<file path="config.mk">
export PLATFORM = sky130hd
export DESIGN_NAME = sbad_decoder
export DESIGN_NICKNAME = d
export VERILOG_FILES = /design/src/sbad_pkg.sv /design/src/sbad_decoder.sv
export SDC_FILE = /design/constraint.sdc
export NUM_CORES = 1
export LEC_CHECK = 0
export BUFFER_PORTS_ARGS = -buffer_cell sky130_fd_sc_hd__buf_4
export CORE_ASPECT_RATIO = 1.25
export CORE_MARGIN = 2
export CORE_UTILIZATION = 40
export CTS_BUF_LIST = sky130_fd_sc_hd__clkbuf_4
export DETAILED_ROUTE_END_ITERATION = 8
export PLACE_DENSITY = 0.78
export SLEW_MARGIN = 10
export SYNTH_ARGS = -nofsm -noshare
export SYNTH_HDL_FRONTEND = slang
export SYNTH_SLANG_ARGS = --single-unit
export TNS_END_PERCENT = 5
</file>
<file path="constraint.sdc">
create_clock -name clk_i -period 1.7 [get_ports clk_i]
set_input_delay 0.085 -clock clk_i [delete_from_list [all_inputs] [get_ports clk_i]]
set_output_delay 0.085 -clock clk_i [all_outputs]
set_load 0.01 [all_outputs]
</file>
<file path="src/sbad_pkg.sv">
// Constants and types of the system bus address decoder and arbiter.
package sbad_pkg;
  localparam int          NUM_MASTERS      = 4;
  localparam int          AREA_HI          = 31;
  localparam int          AREA_LO          = 28;
  localparam int          REGION_HI        = 27;
  localparam int          REGION_LO        = 20;
  localparam logic [3:0]  AREA_INTERNAL    = 4'h0;
  localparam logic [3:0]  AREA_EXT_FIRST   = 4'h1;
  localparam logic [3:0]  AREA_EXT_LAST    = 4'h8;
  localparam logic [3:0]  AREA_PERIPH      = 4'hF;
  localparam logic [7:0]  REGION_BOOT      = 8'h00;
  localparam logic [7:0]  REGION_ROM       = 8'h01;
  localparam logic [7:0]  REGION_SRAM      = 8'h02;
  localparam logic [7:0]  REGION_USB       = 8'h03;
  localparam logic [1:0]  SIZE_BYTE        = 2'h0;
  localparam logic [1:0]  SIZE_HALF        = 2'h1;
  localparam logic [1:0]  SIZE_WORD        = 2'h2;
  localparam logic [1:0]  ABORT_NONE       = 2'h0;
  localparam logic [1:0]  ABORT_UNMAPPED   = 2'h1;
  localparam logic [1:0]  ABORT_MISALIGNED = 2'h2;
  localparam logic [7:0]  EXT_CS_IDLE      = 8'hFF;
  localparam logic [2:0]  PRIO_LOWEST      = 3'h0;

  // Two edges fill the pin synchroniser before the third takes its level.
  typedef enum logic [1:0] {
    SBAD_BOOT_SYNC   = 2'b00,
    SBAD_BOOT_SETTLE = 2'b01,
    SBAD_BOOT_SAMPLE = 2'b11,
    SBAD_BOOT_RUN    = 2'b10
  } sbad_boot_e;

  typedef struct packed {
    logic        sync1;
    logic        sync2;
    sbad_boot_e  boot_phase;
    logic        boot_high;
    logic        remapped;
    logic [3:0]  grant;
    logic [7:0]  ext_cs_n;
    logic        rom_sel;
    logic        sram_sel;
    logic        usb_sel;
    logic        periph_sel;
    logic [31:0] addr;
    logic [1:0]  size;
    logic        write;
    logic [3:0]  abort;
    logic        abort_valid;
    logic [1:0]  abort_master;
    logic [1:0]  abort_type;
    logic [31:0] abort_addr;
    logic [1:0]  abort_size;
    logic        abort_write;
  } sbad_state_s;
endpackage

</file>
<file path="src/sbad_decoder.sv">
// System bus arbiter, address decoder, remap and abort capture.
////////////////////////////////////////////////////////////////////////////
// Behaviour
// - Top four address bits pick one of sixteen 256-Mbyte areas.
// - Areas 1 to 8 assert external chip selects 0 to 7 in order.
// - Area 0 is internal memory, decoded further into 1-Mbyte regions.
// - Area 15 goes to the peripheral bus bridge.
// - Accesses to any other area or region are aborted.
// - SRAM answers at 0x200000, and also at zero after remap.
// - ROM always answers at 0x100000.
// - With boot pin high at reset, ROM answers at zero until remap.
// - Boot pin is sampled once at reset to choose the boot memory.
// - USB host registers answer as internal region at 0x300000.
// - Arbiter grants one of four masters, each with priority 0 to 7.
// - Misaligned data accesses are aborted.
// - Each abort records master, type, address, size and direction.
module sbad_decoder (
  input  wire logic        clk_i,
  input  wire logic        rst_n_i,
  input  wire logic        boot_source_select_i,
  input  wire logic        remap_i,
  input  wire logic [3:0]  req_i,
  input  wire logic [3:0][31:0] m_addr_i,
  input  wire logic [3:0][1:0]  m_size_i,
  input  wire logic [3:0]  m_write_i,
  input  wire logic [3:0][2:0]  m_prio_i,
  output logic      [3:0]  grant_o,
  output logic      [7:0]  external_chip_select_n_o,
  output logic             rom_sel_o,
  output logic             sram_sel_o,
  output logic             usb_host_sel_o,
  output logic             periph_sel_o,
  output logic      [31:0] addr_o,
  output logic      [1:0]  size_o,
  output logic             write_o,
  output logic      [3:0]  abort_o,
  output logic             abort_valid_o,
  output logic      [1:0]  abort_master_o,
  output logic      [1:0]  abort_type_o,
  output logic      [31:0] abort_addr_o,
  output logic      [1:0]  abort_size_o,
  output logic             abort_write_o,
  output logic             boot_done_o
);

  localparam sbad_pkg::sbad_state_s RESET_STATE = '{
    ext_cs_n:   sbad_pkg::EXT_CS_IDLE,
    boot_phase: sbad_pkg::SBAD_BOOT_SYNC,
    default:    '0
  };

  sbad_pkg::sbad_state_s state;
  sbad_pkg::sbad_state_s next_state;

  logic        found;
  logic [1:0]  win;
  logic [2:0]  best;
  logic [31:0] a;
  logic [1:0]  sz;
  logic [3:0]  area;
  logic [7:0]  region;
  logic        misaligned;
  logic        mapped;
  logic [2:0]  cs_idx;

  ////////////////////////////////////////////////////////////////////////////
  always_comb begin
    next_state = state;
    found = 1'b0;
    win = 2'h0;
    best = sbad_pkg::PRIO_LOWEST;
    // The first stage feeds only the second, to keep metastability contained.
    next_state.sync1 = boot_source_select_i;
    next_state.sync2 = state.sync1;
    unique case (state.boot_phase)
      sbad_pkg::SBAD_BOOT_SYNC: begin
        next_state.boot_phase = sbad_pkg::SBAD_BOOT_SETTLE;
      end
      sbad_pkg::SBAD_BOOT_SETTLE: begin
        next_state.boot_phase = sbad_pkg::SBAD_BOOT_SAMPLE;
      end
      sbad_pkg::SBAD_BOOT_SAMPLE: begin
        next_state.boot_high = state.sync2;
        next_state.boot_phase = sbad_pkg::SBAD_BOOT_RUN;
      end
      sbad_pkg::SBAD_BOOT_RUN: begin
      end
    endcase
    if (remap_i) begin
      next_state.remapped = 1'b1;
    end
    next_state.grant = '0;
    next_state.abort = '0;
    next_state.ext_cs_n = sbad_pkg::EXT_CS_IDLE;
    next_state.rom_sel = 1'b0;
    next_state.sram_sel = 1'b0;
    next_state.usb_sel = 1'b0;
    next_state.periph_sel = 1'b0;
    // Strict comparison keeps the lower index on a tie.
    for (int i = 0; i < sbad_pkg::NUM_MASTERS; i++) begin
      if (req_i[i] && (!found || m_prio_i[i] > best)) begin
        found = 1'b1;
        win = 2'(i);
        best = m_prio_i[i];
      end
    end
    a = m_addr_i[win];
    sz = m_size_i[win];
    area = a[sbad_pkg::AREA_HI:sbad_pkg::AREA_LO];
    region = a[sbad_pkg::REGION_HI:sbad_pkg::REGION_LO];
    cs_idx = 3'(area - sbad_pkg::AREA_EXT_FIRST);
    misaligned = (sz == sbad_pkg::SIZE_HALF && a[0]) ||
                 (sz == sbad_pkg::SIZE_WORD && a[1:0] != 2'h0) ||
                 (sz != sbad_pkg::SIZE_BYTE && sz != sbad_pkg::SIZE_HALF &&
                  sz != sbad_pkg::SIZE_WORD);
    mapped = 1'b1;
    if (found && state.boot_phase == sbad_pkg::SBAD_BOOT_RUN) begin
      if (area >= sbad_pkg::AREA_EXT_FIRST &&
          area <= sbad_pkg::AREA_EXT_LAST) begin
        next_state.ext_cs_n[cs_idx] = 1'b0;
      end else if (area == sbad_pkg::AREA_PERIPH) begin
        next_state.periph_sel = 1'b1;
      end else if (area == sbad_pkg::AREA_INTERNAL) begin
        if (region == sbad_pkg::REGION_BOOT) begin
          if (state.remapped) begin
            next_state.sram_sel = 1'b1;
          end else if (state.boot_high) begin
            next_state.rom_sel = 1'b1;
          end else begin
            next_state.ext_cs_n[0] = 1'b0;
          end
        end else if (region == sbad_pkg::REGION_ROM) begin
          next_state.rom_sel = 1'b1;
        end else if (region == sbad_pkg::REGION_SRAM) begin
          next_state.sram_sel = 1'b1;
        end else if (region == sbad_pkg::REGION_USB) begin
          next_state.usb_sel = 1'b1;
        end else begin
          mapped = 1'b0;
        end
      end else begin
        mapped = 1'b0;
      end
      if (!mapped || misaligned) begin
        // A failed access selects nothing, so no slave sees it.
        next_state.ext_cs_n = sbad_pkg::EXT_CS_IDLE;
        next_state.rom_sel = 1'b0;
        next_state.sram_sel = 1'b0;
        next_state.usb_sel = 1'b0;
        next_state.periph_sel = 1'b0;
        next_state.abort[win] = 1'b1;
        next_state.abort_valid = 1'b1;
        next_state.abort_master = win;
        next_state.abort_type = !mapped ? sbad_pkg::ABORT_UNMAPPED
                                        : sbad_pkg::ABORT_MISALIGNED;
        next_state.abort_addr = a;
        next_state.abort_size = sz;
        next_state.abort_write = m_write_i[win];
      end else begin
        next_state.grant[win] = 1'b1;
        next_state.addr = a;
        next_state.size = sz;
        next_state.write = m_write_i[win];
      end
    end
  end

  always_ff @(posedge clk_i or negedge rst_n_i) begin
    if (!rst_n_i) begin
      state <= RESET_STATE;
    end else begin
      state <= next_state;
    end
  end

  assign grant_o = state.grant;
  assign external_chip_select_n_o = state.ext_cs_n;
  assign rom_sel_o = state.rom_sel;
  assign sram_sel_o = state.sram_sel;
  assign usb_host_sel_o = state.usb_sel;
  assign periph_sel_o = state.periph_sel;
  assign addr_o = state.addr;
  assign size_o = state.size;
  assign write_o = state.write;
  assign abort_o = state.abort;
  assign abort_valid_o = state.abort_valid;
  assign abort_master_o = state.abort_master;
  assign abort_type_o = state.abort_type;
  assign abort_addr_o = state.abort_addr;
  assign abort_size_o = state.abort_size;
  assign abort_write_o = state.abort_write;
  assign boot_done_o = (state.boot_phase == sbad_pkg::SBAD_BOOT_RUN);

  logic [3:0] out_area;
  logic [7:0] out_region;
  assign out_area = addr_o[sbad_pkg::AREA_HI:sbad_pkg::AREA_LO];
  assign out_region = addr_o[sbad_pkg::REGION_HI:sbad_pkg::REGION_LO];

  for (genvar i = 0; i < sbad_pkg::NUM_MASTERS; i++) begin : g_pri
    for (genvar j = 0; j < sbad_pkg::NUM_MASTERS; j++) begin : g_cmp

    end
  end
endmodule

</file>
==> key figures <==
Run status
  – Status: finished, violations left
  – Failing checks: setup timing

Power and ir drop
  – Power density cells: 1352 nW/um^2
  – Psw: between 4000 and 5000 uW
  – Combinational power share: 59.1%
  – Clk pwr share: 9.2%
  – Seq pwr share: roughly a third
  – Power, Total: 12,510 uW
  – Internal power: 7657 uW
  – Sw frac: 38.80%
  – VDD IR max: 0.0004733 V
  – Leakage: roughly 0.0045 uW

Yosys
  – Adder-Cell Fraction of Synth Area: 2.495%
  – Main synth FF type: dfrtp_1
  – Yosys top cell area share: between 30% and 40%
  – Synth cell types: 57
  – Post-synthesis simple-gate area fraction: between 10% and 20%
  – Seq cells post-synth: about 100
  – Post-synthesis async set-or-reset flop share: 100.0%
  – Most common cell in the netlist: dfrtp_1
  – Sequential share of the synthesized area: 42.16%
  – Largest cells by area after synthesis: dfrtp_1, buf_4, mux2_2
  – Post-synth EDFFs: 0
  – Synth Cell Area: 6018 sq um
  – Ys Warns: 0
  – Post-synthesis xor/xnor area fraction: less than 1%
  – Syn_area_per_cell: 9.691 sq um
  – Top post-synthesis cells by count: dfrtp_1, buf_4, nor2_1
  – Synth Area in Compound Gates: 16.69%
  – Largest family of logic cells by synthesized area: compound AO/OA/AOI/OAI gates
  – Mux share of post-synthesis cell area: between 10% and 20%
  – Post-synth net total: 793
  – Cell taking the most area after synthesis: dfrtp_1
  – Mapped Cells: 621

Timing
  – Highest Clock Rate: 193.9 MHz
  – Max Clock Skew: approximately 0.016 ns
  – Fin. max-slew vios: 0
  – Hold Fails Final Rpt: 0
  – Final setup TNS: -315.65 ns
  – Final setup margin: -3.457 ns
  – RSZ-0062 raised after global routing: yes
  – Relative slew slack: 58.96%
  – Slew @ Worst Pin: 0.6104 ns
  – Fin crit share: 303.3%
  – Setup-failing EPs final: 95
  – Tmin final: 5.157 ns

Route
  – Post-DR wirelength/cell: 18.53 microns
  – Final WL: 20,650 microns
  – Via count: 5,827
  – Detail Route Antenna Nets: 0
  – Drt first pass iters: 8
  – DR iter-0 viols: 389
  – # DRC: 0
  – Vias per cell: 5.231

Clock network
  – CTS root buffer: clkbuf_4
  – Total CTS buffers: 9
  – Total clock sinks: 101
  – Worst-path clk slew: 0.17 ns
  – CTS tree: done
  – H-tree levels: 3
  – Clock latency at the later pin of the worst-skew pair: 0.45 ns
  – Clk buf depth: 2

Layout
  – NumNets Final: between 1,000 and 1,500
  – Share of post-route cells with drive strength above 1: 52.42%
  – Final instance area: about 9300 sq um
  – Synth-to-Final Area Change: 53.72%
  – Fin util: 62.40%

GRT
  – Antenna violations before repair: 1
  – All-Layer GR Usage: 24.61%
  – Largest net degree at the start of global routing: 39
  – Vias in the first global route: ~6,000
  – First-pass GRT wire length: 30,710 microns
  – Final global-route overflow total: 0

Min path
  – Hold wc startpoint: m_write_i[0]
  – Worst min-delay path category: in -> reg

Worst setup path
  – Slowest cell on the critical path: a311oi_4
  – Worst-path maximum fanout: 5
  – Most used cell, CP: ha_4
  – R2r setup slk: -0.09 ns
  – Crit end category: flop
  – Arrival time at the worst endpoint: 5.52 ns
  – CP peak stage delay: 0.44 ns
  – Startpoint Class: input port
  – Worst setup endpoint: addr_o[0]
  – RR Endpoint: addr_o[0]
  – Worst Path Required: 2.07 ns
  – Critical Path Start: req_i[0]
  – WS Path Type: in -> reg
  – R2R cell count: 7
  – R2r startpoint: state[98]

Die
  – Starting Density: 40.59%
  – Site row count: 50
  – Core Region: 14,830 sq um
  – Die Ht: 141.1 microns
  – Area of the die: 16,050 sq um
  – # IOs: 256
  – Die width: around 110 microns

Placement
  – Dpl hpwl: 15,540 microns
  – Routability cong.: 0.9404
  – Cell area after placement: 8443 sq um
  – Port bufs: 255

Flow run
  – Max-cap violation count: 0
-- registers in the layout, summed over array words and instances, names as in the netlist, 4 cells and up --
signal / cells
abort_o: 4
grant_o: 4
abort_addr_o: 32
external_chip_select_n_o: 8
addr_o: 32
state: 5
-- power groups by stage --
stage	Sequential [uW]	Combinational [uW]	Clock [uW]
3_3_place_gp	3990	6580	0
5_1_grt	4080	7880	1280
4_1_cts	3960	6980	1210
6_report	3960	7400	1150
2_1_floorplan	3800	4640	0
3_5_place_dp	4020	6740	0
-- cells in the final DEF, fill, tap and decap left out, drive strengths merged, types with 3 or more instances in the layout --
cell type      n
a211oi         6
a21o           3
a21oi         40
a221o          5
a221oi        20
a222oi         7
a22o           3
a22oi         22
and2          11
and3           7
and3b          3
buf          381
clkbuf        13
dfrtp         93
dfstp          8
dlygate4sd3   29
ha            12
inv           46
mux2          28
mux2i         30
nand2         21
nand3         16
nand3b         5
nor2          71
nor3           6
o211ai         6
o21ai          4
o221ai         4
or2            3
-- final cells by class --
class	count	area, sq um
Timing Repair Buffer	412	3346
Inverter	45	171.4
Fill cell	1188	5575
Multi-Input combinational cell	357	2848
Tap cell	182	227.7
Clock buffer	11	82.58
Clock inverter	5	36.28
Antenna cell	1	2.502
Sequential cell	101	2537
-- routing by layer --
metal / global-route usage, % / vias to the layer above / part of all wire [%]
li1: - / 2723 / -
met1: 26.88 / 2796 / 37
met2: 45.92 / 267 / 53
met3: 5.030 / 41 / 7.1
met4: 10.14 / 0 / 3.3
met5: 0 / - / 0
-- worst min path at each step --
stage	slack, ns	endpoint	depth (start not counted)
2_1_floorplan	-0.21	abort_addr_o[0]	0
3_3_place_gp	0.05	next_state[99]	1
3_5_place_dp	0.05	state[99]	1
4_1_cts	0.02	abort_write_o	4
5_1_grt	0.04	abort_addr_o[9]	4
6_report	0.06	abort_write_o	4
-- kinds of logic (layout without fill, tap and decap cells) --
| kind of cell | Yosys count | after routing |
|---|---|---|
| other | 0 | 1 |
| XOR/XNOR | 1 | 1 |
| flip-flops | 101 | 101 |
| AND/OR/NAND/NOR | 152 | 152 |
| multiplexers | 58 | 58 |
| AO/OA/AOI/OAI | 134 | 134 |
| adder cells (fa/ha/maj) | 12 | 12 |
| buffers and inverters | 163 | 473 |
-- metrics by stage --
step,instances,setup WS (ns),hold slack [ns]
final,1114,-3.457,0.05621
after global routing,1114,-3.652,0.04063
after CTS,1103,-3.368,0.02352
after detailed placement,1049,-3.998,0.05003
after global placement,1049,-3.778,0.05048
after floorplan,621,-4.426,-0.2106
-- critical path: cells and delay by family --
| family | cells | cell delay, ns |
|---|---|---|
| mux | 2 | 0.69 |
| buf+inv | 5 | 0.64 |
| compound gates | 9 | 1.89 |
| fa+ha+maj | 4 | 0.87 |
| simple gates | 9 | 1.34 |
-- what timing repair did --
action / 4_1_cts / 5_1_grt
cloned: 0 / 3
buffers inserted: 9 / 7
endpoints found under the setup margin: 95 / 95
endpoints found under the hold margin: 120 / 0
gates resized for setup: 24 / 29
pin swaps: 12 / 17
hold buffers: 29 / 0
No activity file was read; power rests on OpenSTA's default activity.
